### config.mk
export PLATFORM = sky130hd
export DESIGN_NAME = uspf_status
export DESIGN_NICKNAME = d
export VERILOG_FILES = /design/src/rtl/uspf_pkg.sv /design/src/rtl/uspf_status.sv
export SDC_FILE = /design/constraint.sdc
export NUM_CORES = 1
export LEC_CHECK = 0
export ABC_AREA = 0
export BUFFER_PORTS_ARGS = -buffer_cell sky130_fd_sc_hd__buf_4
export CAP_MARGIN = 20
export CORE_UTILIZATION = 35
export CTS_CLUSTER_SIZE = 16
export DETAILED_ROUTE_END_ITERATION = 8
export PLACE_DENSITY = 0.65
export SETUP_SLACK_MARGIN = 0.02
export SLEW_MARGIN = 10
export SYNTH_ARGS = -nofsm -noshare
export SYNTH_HDL_FRONTEND = slang
export SYNTH_SLANG_ARGS = --single-unit
### constraint.sdc
create_clock -name clock -period 3.7 [get_ports clock]
set_input_delay 0.37 -clock clock [delete_from_list [all_inputs] [get_ports clock]]
set_output_delay 0.37 -clock clock [all_outputs]
set_load 0.1 [all_outputs]
### src/rtl/uspf_pkg.sv
`default_nettype none

// shared constants and types for the serial port status flag block
package uspf_pkg;

    // register byte offsets on the plain register port
    localparam logic [7:0] USPF_OFS_CTRL  = 8'h00; // interrupt enables, modes
    localparam logic [7:0] USPF_OFS_CMD   = 8'h18; // flush commands
    localparam logic [7:0] USPF_OFS_STAT  = 8'h1C; // serial_line_status
    localparam logic [7:0] USPF_OFS_CLR   = 8'h20; // flag_clear_reg
    localparam logic [7:0] USPF_OFS_RDATA = 8'h24; // receive data
    localparam logic [7:0] USPF_OFS_TDATA = 8'h28; // transmit data

    // status and clear bit positions (enables share the layout)
    localparam int unsigned USPF_B_PAR = 0;  // parity error
    localparam int unsigned USPF_B_FRM = 1;  // framing error
    localparam int unsigned USPF_B_NOI = 2;  // noise error
    localparam int unsigned USPF_B_OVR = 3;  // overrun
    localparam int unsigned USPF_B_IDL = 4;  // idle line
    localparam int unsigned USPF_B_RXF = 5;  // receive buffer full
    localparam int unsigned USPF_B_TXC = 6;  // transmission complete
    localparam int unsigned USPF_B_TXE = 7;  // transmit buffer empty
    localparam int unsigned USPF_B_LIN = 8;  // lin break
    localparam int unsigned USPF_B_CHG = 9;  // clear-to-send change
    localparam int unsigned USPF_B_LVL = 10; // clear-to-send level
    localparam int unsigned USPF_NFLAG = 10; // number of sticky flags

    // control register mode bits and command bits
    localparam int unsigned USPF_B_MB   = 16; // multibuffer mode
    localparam int unsigned USPF_B_SC   = 17; // smartcard mode
    localparam int unsigned USPF_B_RXFL = 0;  // receive flush command
    localparam int unsigned USPF_B_TXFL = 1;  // transmit flush command

    // data character width
    localparam int unsigned USPF_DW = 9;

    // reset values: both transmit flags start set, line is quiet
    localparam logic [9:0]  USPF_FLAG_RST = 10'h0C0;
    localparam logic [31:0] USPF_CTRL_RST = 32'h0000_0000;
    localparam logic [31:0] USPF_ZERO     = 32'h0000_0000;
    localparam logic [8:0]  USPF_WORD_RST = 9'h000;

    // one-cycle event pulses from the shifters and line detectors
    typedef struct packed {
        logic lin_break;  // lin break seen on receive line
        logic tx_load;    // transmit data moved into shift register
        logic tx_done;    // frame with data finished shifting out
        logic rx_ready;   // received word ready for the data register
        logic idle;       // idle line seen
        logic noise;      // noise on a received frame
        logic framing;    // desync, heavy noise or break character
        logic parity;     // parity error on reception
        logic sc_nack;    // smartcard retries exhausted after refusals
    } uspf_evt_s;

endpackage : uspf_pkg

`default_nettype wire

### src/rtl/uspf_status.sv
`default_nettype none

module uspf_status
    import uspf_pkg::*;
#(
    parameter bit HAS_LIN = 1'b1 // clear on the second port instance
) (
    input  wire logic        clock,
    input  wire logic        rst,
    input  wire logic [7:0]  addr,
    input  wire logic [31:0] wr_data,
    input  wire logic        wr_en,
    input  wire logic        rd_en,
    output logic      [31:0] rd_data,
    input  wire logic        clear_to_send_in_n,
    input  wire uspf_evt_s   evt,
    input  wire logic [8:0]  rx_word,
    output logic      [8:0]  tx_word,
    output logic             tx_word_valid,
    output logic             irq
);

    // register state
    logic [9:0]  flag_reg;    // sticky flags, bits 9..0 of status
    logic [31:0] ctrl_reg;    // enables and mode bits
    logic [8:0]  rx_data_reg; // receive data register
    logic [8:0]  tx_data_reg; // transmit data register
    logic        cts_prev_reg;  // pin level one cycle back
    logic        idle_arm_reg;  // idle flag may set again
    logic [31:0] rd_data_reg; // read answer, valid one cycle later

    // decoded accesses
    logic wr_ctrl;
    logic wr_cmd;
    logic wr_clr;
    logic wr_tdata;
    logic rd_rdata;
    logic rx_flush;
    logic tx_flush;

    // per-flag set and clear terms
    logic [9:0] flag_set;
    logic [9:0] flag_clr;
    logic       idle_set;
    logic       rx_take;
    logic       cts_toggle;
    logic       multibuf;
    logic       err_irq;
    logic [31:0] status_w;

    // register port decode; status is read-only so no write strobe
    assign wr_ctrl  = wr_en && (addr == USPF_OFS_CTRL);
    assign wr_cmd   = wr_en && (addr == USPF_OFS_CMD);
    assign wr_clr   = wr_en && (addr == USPF_OFS_CLR);
    assign wr_tdata = wr_en && (addr == USPF_OFS_TDATA);
    assign rd_rdata = rd_en && (addr == USPF_OFS_RDATA);
    assign rx_flush = wr_cmd && wr_data[USPF_B_RXFL];
    assign tx_flush = wr_cmd && wr_data[USPF_B_TXFL];
    assign multibuf = ctrl_reg[USPF_B_MB];

    // pin is synchronous to clock, so a plain one-cycle compare works
    assign cts_toggle = clear_to_send_in_n != cts_prev_reg;

    // word moves into the data register only when the register is free
    assign rx_take  = evt.rx_ready && !flag_reg[USPF_B_RXF];
    assign idle_set = evt.idle && idle_arm_reg;

    // set conditions, one per flag
    always_comb begin
        flag_set             = '0;
        flag_set[USPF_B_CHG] = cts_toggle;
        flag_set[USPF_B_LIN] = HAS_LIN && evt.lin_break;
        flag_set[USPF_B_TXE] = evt.tx_load || tx_flush;
        // a frame ending with the buffer still full leaves complete low
        flag_set[USPF_B_TXC] = evt.tx_done && flag_reg[USPF_B_TXE];
        flag_set[USPF_B_RXF] = rx_take;
        flag_set[USPF_B_IDL] = idle_set;
        flag_set[USPF_B_OVR] = evt.rx_ready && flag_reg[USPF_B_RXF];
        flag_set[USPF_B_NOI] = evt.noise;
        flag_set[USPF_B_FRM] = evt.framing ||
                               (ctrl_reg[USPF_B_SC] && evt.sc_nack);
        flag_set[USPF_B_PAR] = evt.parity;
    end

    // clear conditions; the two buffer flags have their own clears
    always_comb begin
        flag_clr             = wr_clr ? wr_data[9:0] : '0;
        flag_clr[USPF_B_TXE] = wr_tdata;
        flag_clr[USPF_B_RXF] = rd_rdata || rx_flush;
    end

    // sticky flags: an event in the clearing cycle still lands, so
    // software never loses a flag by clearing it at a bad moment
    genvar gi;
    generate
        for (gi = 0; gi < USPF_NFLAG; gi++) begin : g_flag
            always_ff @(posedge clock or posedge rst) begin
                if (rst) begin
                    flag_reg[gi] <= USPF_FLAG_RST[gi];
                end else begin
                    // status writes never reach here
                    flag_reg[gi] <= flag_set[gi] ||
                                    (flag_reg[gi] && !flag_clr[gi]);
                end
            end
        end
    endgenerate

    // previous pin level for change detection; starts as idle high
    always_ff @(posedge clock or posedge rst) begin
        if (rst) begin
            cts_prev_reg <= 1'b1;
        end else begin
            cts_prev_reg <= clear_to_send_in_n;
        end
    end

    // idle flag sets once per quiet spell; the next word taken into the
    // data register rearms it, so a long idle line does not raise it repeatedly
    always_ff @(posedge clock or posedge rst) begin
        if (rst) begin
            idle_arm_reg <= 1'b1;
        end else if (rx_take) begin
            idle_arm_reg <= 1'b1;
        end else if (idle_set) begin
            idle_arm_reg <= 1'b0;
        end
    end

    // control register: enables in flag layout, modes above
    always_ff @(posedge clock or posedge rst) begin
        if (rst) begin
            ctrl_reg <= USPF_CTRL_RST;
        end else if (wr_ctrl) begin
            ctrl_reg <= wr_data;
        end
    end

    // receive data register; on overrun the old word is kept
    always_ff @(posedge clock or posedge rst) begin
        if (rst) begin
            rx_data_reg <= USPF_WORD_RST;
        end else if (rx_take) begin
            rx_data_reg <= rx_word;
        end
    end

    // transmit data register, handed to the shifter while not empty
    always_ff @(posedge clock or posedge rst) begin
        if (rst) begin
            tx_data_reg <= USPF_WORD_RST;
        end else if (wr_tdata) begin
            tx_data_reg <= wr_data[8:0];
        end
    end

    assign tx_word       = tx_data_reg;
    assign tx_word_valid = !flag_reg[USPF_B_TXE];

    // status word as software sees it
    always_comb begin
        status_w             = USPF_ZERO;
        status_w[9:0]        = flag_reg;
        status_w[USPF_B_LVL] = !clear_to_send_in_n;
    end

    // read mux; unmapped and write-only offsets answer zero
    always_ff @(posedge clock or posedge rst) begin
        if (rst) begin
            rd_data_reg <= USPF_ZERO;
        end else if (rd_en) begin
            case (addr)
                USPF_OFS_CTRL:  rd_data_reg <= ctrl_reg;
                USPF_OFS_STAT:  rd_data_reg <= status_w;
                USPF_OFS_RDATA: rd_data_reg <= {23'h00_0000, rx_data_reg};
                USPF_OFS_TDATA: rd_data_reg <= {23'h00_0000, tx_data_reg};
                default:        rd_data_reg <= USPF_ZERO;
            endcase
        end else begin
            rd_data_reg <= USPF_ZERO;
        end
    end

    assign rd_data = rd_data_reg;

    // error enable only reaches the line in multibuffer mode
    assign err_irq = multibuf && ctrl_reg[USPF_B_OVR] &&
                     (flag_reg[USPF_B_OVR] || flag_reg[USPF_B_NOI] ||
                      flag_reg[USPF_B_FRM]);

    // interrupt level; overrun rides on the full-buffer enable too
    assign irq = (flag_reg[USPF_B_CHG] && ctrl_reg[USPF_B_CHG]) ||
                 (flag_reg[USPF_B_LIN] && ctrl_reg[USPF_B_LIN]) ||
                 (flag_reg[USPF_B_TXE] && ctrl_reg[USPF_B_TXE]) ||
                 (flag_reg[USPF_B_TXC] && ctrl_reg[USPF_B_TXC]) ||
                 (flag_reg[USPF_B_RXF] && ctrl_reg[USPF_B_RXF]) ||
                 (flag_reg[USPF_B_IDL] && ctrl_reg[USPF_B_IDL]) ||
                 (flag_reg[USPF_B_OVR] && ctrl_reg[USPF_B_RXF]) ||
                 (flag_reg[USPF_B_PAR] && ctrl_reg[USPF_B_PAR]) ||
                 err_irq;
endmodule : uspf_status

`default_nettype wire

# == Word level (Yosys, flattened, before mapping) ==
# Cells that the tools add are included.
# totals
register_bits,94
inputBits,63
output_inout_bits,43
wordCells,97
# classes
eq_ne,6
mux,5
n_reduce_logical,70
# op_table
op,count
one-hot mux 32 bit (4 select lines),1
logical AND 1 bit,32
2-to-1 mux 32 bit,1
"equality test 8 x 6 -> 1 bit, second input constant",3
logical OR 1 bit,23
"equality test 8 x 5 -> 1 bit, second input constant",2
logical NOT 1 bit,13
2-to-1 mux 10 bit,1
logical NOT 8 bit,1
2-to-1 mux 1 bit,2
nonzero test 2 bit,1
!= test 1 bit,1

# == Longest topological paths before layout ==
# Gate-level depths: netlist of the first run.
# logic_depth
word_depth,9
depth_mapped,7

# == Worst setup path after synthesis of the first run ==
# OpenSTA, ideal clock, no wires.
# synth_timing
kind,reg2out
startpoint,register ctrl_reg[8]
endpoint,output irq
arrival_ns,1.725
required_time_ns,3.330
setup_slack_ns,1.605
path_stages_with_launch,4
path_cell_list,dfrtp_1 -> a22o_1 -> a221oi_1 -> nand4_1
# synth_via
elab_chain_cells,9
# synth_lines
item,line,rtl
"start, declared",uspf_status.sv:25,logic [31:0] ctrl_reg;
"start signal, assigned",uspf_status.sv:135,ctrl_reg <= wr_data;
logical AND 1 bit,uspf_status.sv:193,(flag_reg[USPF_B_LIN] && ctrl_reg[USPF_B_LIN]) ||
logical OR 1 bit,uspf_status.sv:192,assign irq = (flag_reg[USPF_B_CHG] && ctrl_reg[USPF_B_CHG]) ||
logical OR 1 bit,uspf_status.sv:193,
logical OR 1 bit,uspf_status.sv:194,(flag_reg[USPF_B_TXE] && ctrl_reg[USPF_B_TXE]) ||
logical OR 1 bit,uspf_status.sv:195,(flag_reg[USPF_B_TXC] && ctrl_reg[USPF_B_TXC]) ||
logical OR 1 bit,uspf_status.sv:196,(flag_reg[USPF_B_RXF] && ctrl_reg[USPF_B_RXF]) ||
logical OR 1 bit,uspf_status.sv:197,(flag_reg[USPF_B_IDL] && ctrl_reg[USPF_B_IDL]) ||
logical OR 1 bit,uspf_status.sv:198,(flag_reg[USPF_B_OVR] && ctrl_reg[USPF_B_RXF]) ||
logical OR 1 bit,uspf_status.sv:199,(flag_reg[USPF_B_PAR] && ctrl_reg[USPF_B_PAR]) ||
"end, declared",uspf_status.sv:20,output logic irq
# Every way passes these cells.

# == Worst setup path after layout of the first run ==
# layout_timing
startpoint,input addr[4]
endpoint,"register tx_data_reg[6], in the netlist tx_word[6]"
# layout_via
elab_chain_cells,2
# layout_lines
item,line,rtl
"start, declared",uspf_status.sv:10,"input wire logic [7:0] addr,"
equality test 8 x 6 -> 1 bit,uspf_status.sv:55,assign wr_tdata = wr_en && (addr == USPF_OFS_TDATA);
logical AND 1 bit,uspf_status.sv:55,
"end signal, assigned",uspf_status.sv:153,tx_data_reg <= wr_data[8:0];
"end, declared",uspf_status.sv:27,logic [8:0] tx_data_reg;
# Every way passes these cells.
# A chain may end at the register's enable or synchronous reset.

==> parameters.txt, run 1 <==
Parameter                              Value

Timing
  Fin. Hold Viols ... 0
  Period Utilization, post-route ... 64.5%
  Number of endpoints failing setup at the final stage ... 0
  Final sum of negative setup slack ... 0 ps
  Transition at the pin with the smallest max-transition slack ... 1160 ps
  Largest clock skew in the final design ... 5.12 ps
  Worst hold slack across all endpoints ... approximately 140 ps
  Final slew viol count ... 0
  Max-slew headroom at the worst pin ... 22.5%
  Setup repair after global routing missed its margin ... false
  Minimum clock period after layout ... 2380 ps
  Highest Clock Rate ... roughly 420 MHz

Routing
  First-pass detailed-route iteration total ... 6
  Avg WL per Cell ... 17.8 um
  Vias per cell ... 5.07
  Count of antenna-violating nets left after detailed routing ... 0
  DRC violation total after the first TritonRoute iteration ... 151
  DRC Markers ... 0
  Overall via count from detail_route ... 2592
  Overall routed net length ... slightly above 9 mm

Yosys
  Number of flops mapped to enable cells by yosys ... 0
  Top_reg_cell synth ... dfrtp_1
  Syn Nets ... 325
  Async S/R FF share, synth ... 100%
  Avg Inst Size Synth ... 14.6 um2
  Top cell type's share of synthesized area ... 58.7%
  Distinct cells, synth ... 36
  Sequential fraction of the synthesis area ... 61.4%
  Top cell types by occurrence after synthesis ... 90 x dfrtp_1, 30 x mux2_4, 23 x and3_1
  Dominant cell type by area after synthesis ... dfrtp_1
  Total of flip-flops plus latches after synthesis ... 94
  Synthesized netlist cell count ... 262
  Yosys warning count ... 0
  Main area contributors after synthesis ... dfrtp_1 59%, mux2_4 12%, mux2_2 5.9%
  Netlist area before placement ... 3840 um2
  Most frequently used cell type in the post-synthesis netlist ... dfrtp_1

Worst hold path
  Class of the tightest hold or removal check ... in2reg
  Origin of the worst min-delay path ... clear_to_send_in_n
  Worst hold endpoint ... cts_prev_reg
  Instance count along the most critical hold path ... 1

Clock tree
  TritonCTS clock tree ... built
  Post-CTS resize count ... 0
  Clock buffers created by TritonCTS ... 9
  Buffers inserted by post-CTS timing repair ... 0
  Number of hold buffers added after cts ... 1
  Clock root cell ... clkbuf_8
  Total number of H-tree levels ... 3
  Clock slew at the register clock pins of the worst setup and hold paths ... about 80 ps
  Maximum clock insertion buffer count ... 2
  Clock net sink count ... between 90 and 100
  Clock insertion delay at the later pin of the skew report ... 350 ps

Floorplan
  Area of the die ... 11400 um2
  Initial Utilization ... between 30% and 40%
  Row count ... 37
  Die Span Y ... between 100 and 150 um
  Top Ports ... approximately 110
  Horiz. Die Dim ... 107 um
  Core box area ... 10500 um2

Worst setup path
  Reg-to-reg endpoint ... rx_data_reg[4]
  Data arrival time of the critical path ... ~2600 ps
  Critical R2R Launch ... flag_reg[5]
  Critical Path Sink Type ... flip-flop
  Worst setup path category ... in2reg
  Worst-case reg-to-reg path depth ... 2
  Worst setup slack for register-to-register paths ... approximately 1900 ps
  Largest fanout of any net on the critical path ... 12
  Worst path required time ... 3940 ps
  Startpoint type of the worst setup path ... input pin

Place
  Final GP Congestion ... 0.739
  Total placed cells including tap cells ... slightly below 500
  HPWL after detailed placement ... 6.37 mm
  IO Port Bufs ... 105

Finish
  Finished Layout Cells ... ~500
  Ratio of cells with drive above 1 in the final layout ... between 40% and 50%
  Final-stage net count ... 433
  Layout Area Growth over Synthesis ... 30.7%
  Count of inserted antenna diode cells ... 0

Pwr
  Net load switching power ... 528 uW
  Switching share of power ... 23.8%
  Max IR drop VDD ... 0.000203 V
  Share of power burned in combinational logic ... 12.6%
  Cell internal power dissipation ... approximately 1.7 mW
  Share of power burned in the clock network ... 35.4%
  Pleak ... 2.60 nW
  Pwr dens ... 443 nW/um2
  Sequential cell fraction of total power ... a little over half

Run status
  Status ... finished clean

Job
  Max cap viols ... 0

Global route
  First-pass GRT wire length ... around 14 mm
  Congestion Overflow GR ... 0
  Number of global-route vias before repair ... 2723
  Global router's overall resource usage ... between 10% and 20%
  Initial antenna violation count ... 0
  Pin count of the biggest net entering global routing ... 37
[layout by cell type (no fill, tap or decap)]
master and instances:
o311ai_0 1, o21ai_0 1, inv_1 3, nand2_1 9, mux2_4 30, nor2_1 9
a22oi_1 3, and2_1 2, and3_1 23, a221o_1 2, buf_12 1, a221oi_1 1
dfrtp_1 90, nor4b_2 3, buf_2 1, dfstp_2 4, a21o_1 5, nor4_1 2
dlygate4sd3_1 1, o211ai_1 1, clkbuf_1 3, a22o_1 13, a211oi_1 1, a222oi_1 9
nor4_2 1, nand3_1 2, nor4b_1 1, o21ba_2 1, nand4_1 1, nand2_2 1
nor2b_1 3, and4b_1 1, mux2_2 20, clkbuf_8 9, bufinv_16 3, xnor2_1 1
buf_4 109, clkinv_2 2, xor2_1 1, a31o_2 1
[area by class of cell]
type                       instances  area (um2)
timing repair buffer             112         853
fill                             982        5450
inverter                           4        16.3
multi-input combinational        149        1390
clock buffer                      12         135
sequential                        94        2360
clock inverter                     4        95.1
tap                              136         170
[worst max-delay path, stage by stage]
cell	delay, ps
buf_4	130
nor4b_2	990
nand3_1	670
mux2_2	470
[metal layers]
| metal | GRT usage, % | vias up | part of all wire, % |
|---|---|---|---|
| met1 | 21.9 | 1309 | 44 |
| met4 | 4.70 | 0 | 1.2 |
| met2 | 28.0 | 90 | 48 |
| li1 | - | 1183 | - |
| met3 | 4.19 | 10 | 6.1 |
| met5 | 0 | - | 0 |
[stage by stage]
stage          utilization (%)  power [mW]  setup WS [ps]  cell area (um2)
3_5_place_dp              45.6        1.46            986             4770
3_3_place_gp              45.4        1.45           1060             4750
5_1_grt                   47.9        2.32           1290             5010
2_1_floorplan                -        1.34            888             3840
6_report                  47.9        2.22           1320             5010
4_1_cts                   47.9        2.25           1370             5010
[kinds of logic after synthesis]
family          share of synthesized area, %
flops                                   61.4
xor+xnor                               0.457
buf+inv                                 2.58
simple gates                            9.06
mux                                     17.6
compound gates                          8.87
[worst max-delay path by stage]
stage / from / endpoint
3_3_place_gp: addr[4] / tx_word[2]
4_1_cts: addr[4] / tx_word[6]
2_1_floorplan: rst / ctrl_reg[0]
5_1_grt: addr[4] / tx_word[2]
3_5_place_dp: addr[4] / tx_word[6]
6_report: addr[4] / tx_word[6]
[power by group through the flow]
stage	sequential [mW]	clock [mW]	combinational [mW]
global placement	1.18	0	0.276
detailed placement	1.18	0	0.281
finish	1.16	0.787	0.280
global route	1.17	0.855	0.300
CTS	1.16	0.807	0.283
floorplan	1.19	0	0.148
No activity file was read; power rests on OpenSTA's default activity.
==> run 2: changes to the inputs <==
--- a/config.mk
+++ b/config.mk
@@ -5,7 +5,7 @@
 export SDC_FILE = /design/constraint.sdc
 export NUM_CORES = 1
 export LEC_CHECK = 0
-export ABC_AREA = 0
+export ABC_AREA = 1
 export BUFFER_PORTS_ARGS = -buffer_cell sky130_fd_sc_hd__buf_4
 export CAP_MARGIN = 20
 export CORE_UTILIZATION = 35
==> constraint.sdc (replaced) <==
create_clock -name clock -period 2.4 [get_ports clock]
set_input_delay 0.24 -clock clock [delete_from_list [all_inputs] [get_ports clock]]
set_output_delay 0.24 -clock clock [all_outputs]
set_load 0.1 [all_outputs]
==> run 2 against run 1 <==
Net effect: count of clock-buffer cells in the layout is the same; register-to-register slack got worse by 860 ps; combinational power is 78% higher; critical path depth grew 1.
==> parameters.txt, run 2 <==
Parameter                              Value

Run status
  Status ... finished clean

Finish
  Number of filler instances in the final layout ... ~1100
  Ratio of cells with drive above 1 in the final layout ... 28.7%
  Commonest non-fill, non-tap cell in the layout ... nand2_1
  Count of inserted antenna diode cells ... 0
  Commonest non-fill, non-tap cells in the layout ... 130 x nand2_1, 109 x buf_4, 90 x dfrtp_1
  Final Instance Area ... ~5300 um2
  Final core area utilization ... 47.7%
  Final-stage net count ... around 630
  Layout Area Growth over Synthesis ... 30.9%

Worst setup path
  Worst setup path category ... reg2out
  Startpoint type of the worst setup path ... flip-flop
  Largest fanout of any net on the critical path ... 3
  Data arrival time of the critical path ... 1480 ps
  Critical Path Sink Type ... primary output
  Worst path required time ... 2160 ps

Routing
  DRC Markers ... 0
  Overall via count from detail_route ... 3272
  DRC violation total after the first TritonRoute iteration ... roughly 160
  Count of antenna-violating nets left after detailed routing ... 0
  Overall routed net length ... slightly below 10 mm
  Avg WL per Cell ... 14.0 um
  Vias per cell ... 4.63
  First-pass detailed-route iteration total ... 4

Timing
  Max-slew headroom at the worst pin ... 52.6%
  Final sum of negative setup slack ... 0 ps
  Setup repair after global routing missed its margin ... false
  Fin. Hold Viols ... 0
  Least setup slack across all paths after layout ... approximately 680 ps
  Largest clock skew in the final design ... 5.40 ps
  Number of endpoints failing setup at the final stage ... 0
  Final slew viol count ... 0
  Highest Clock Rate ... 580 MHz
  Transition at the pin with the smallest max-transition slack ... 709 ps
  Minimum clock period after layout ... 1720 ps
  Period Utilization, post-route ... 71.9%

Yosys
  Sequential fraction of the synthesis area ... 58.6%
  Top_reg_cell synth ... dfrtp_1
  Synthesized netlist cell count ... 455
  Syn Nets ... 518
  Dominant cell type by area after synthesis ... dfrtp_1
  Top cell type's share of synthesized area ... between 50% and 60%
  Most frequently used cell type in the post-synthesis netlist ... nand2_1
  Total of flip-flops plus latches after synthesis ... 94
  Top cell types by occurrence after synthesis ... 130 x nand2_1, 90 x dfrtp_1, 63 x nor2_1
  Async S/R FF share, synth ... 100%
  Avg Inst Size Synth ... ~8.8 um2
  Netlist area before placement ... 4020 um2
  Distinct cells, synth ... 25
  Main area contributors after synthesis ... dfrtp_1 56%, nand2_1 12%, nor2_1 5.9%
  Yosys warning count ... 0
  Number of flops mapped to enable cells by yosys ... 0

Clock tree
  Clock insertion delay at the later pin of the skew report ... 340 ps
  Clock net sink count ... 94
  Clock root cell ... clkbuf_16
  Maximum clock insertion buffer count ... 2
  Clock slew at the register clock pins of the worst setup and hold paths ... 70 ps
  Total number of H-tree levels ... 3
  TritonCTS clock tree ... built
  Post-CTS resize count ... 0
  Clock buffers created by TritonCTS ... 9

Place
  Setup slack at placement ... 655 ps
  HPWL after detailed placement ... 7.24 mm
  IO Port Bufs ... 105
  Area after DPL ... 4940 um2
  Final GP Congestion ... 0.871

Global route
  Congestion Overflow GR ... 0
  Global router's overall resource usage ... 18.0%
  Pin count of the biggest net entering global routing ... 48
  Number of global-route vias before repair ... 3388
  First-pass GRT wire length ... 16.5 mm
  Initial antenna violation count ... 0

Pwr
  Pleak ... between 2 and 3 nW
  Max IR drop VDD ... 0.000410 V
  Pwr dens ... between 700 and 800 nW/um2
  Power after layout ... between 3 and 4 mW

Floorplan
  Area of the die ... 11900 um2
  Top Ports ... 106
  Core box area ... around 11000 um2
  Die Span Y ... between 100 and 150 um
  Initial Utilization ... between 30% and 40%
  Row count ... 38
  Horiz. Die Dim ... 109 um

Worst hold path
  Class of the tightest hold or removal check ... in2reg

Job
  Max cap viols ... 0
-- run 2: logic make-up after synthesis --
group | after synthesis | share of synthesized area, %
AO/OA/AOI/OAI | 33 | 5.04
multiplexers | 9 | 2.52
flip-flops | 94 | 58.6
AND/OR/NAND/NOR | 253 | 26.5
buffers and inverters | 65 | 7.06
XOR/XNOR | 1 | 0.218
-- run 2: metal layers --
layer	global-route usage (%)	up-vias	routed length (um)
met1	25.2	1513	4640
li1	-	1629	-
met5	0	-	0
met4	5.81	0	108
met3	3.11	12	664
met2	28.5	118	4510
-- run 2: where the power goes --
group / switching (mW) / total (mW) / internal (mW)
logic: 0.301 / 0.497 / 0.195
clock network: 0.598 / 1.47 / 0.869
registers: 0.0739 / 1.79 / 1.71
total: 0.974 / 3.75 / 2.78
-- run 2: what timing repair did --
action,CTS,global route
setup buffers,0,0
hold endpoints to repair,18,0
hold buffers,1,0
-- run 2: path summary, 6_finish.rpt --
path	start	endpoint	slack (ps)	depth (start not counted)
worst min-delay path	clear_to_send_in_n	cts_prev_reg	30	1
worst max-delay path	flag_reg[2]	irq	680	5
worst max register to register	flag_reg[5]	rx_data_reg[2]	1050	3
min in group asynchronous	rst	rd_data[0]	490	3
worst min register to register	ctrl_reg[26]	ctrl_reg[26]	470	2
max in group asynchronous	rst	ctrl_reg[23]	1190	4
-- run 2: cell type report --
class	count	area [um2]	area share [%]
sequential	94	2360	44.8
clock buffer	12	256	4.87
inverter	50	191	3.64
clock inverter	4	53.8	1.02
multi-input combinational	296	1380	26.2
timing repair buffer	111	848	16.1
tap	140	175	3.33
-- run 2: worst max-delay path: stages (launching register included) --
cell and delay, ps:
dfrtp_1 430, nor2_1 110, nand2_1 50, a31oi_1 140, nand4_1 140, buf_4 270
-- run 2: through the flow --
stage               hold slack, ps  cells
CTS                           24.4    707
global route                  27.0    707
detailed placement             304    690
floorplan                      244    455
global placement               297    690
finish                        29.6    707
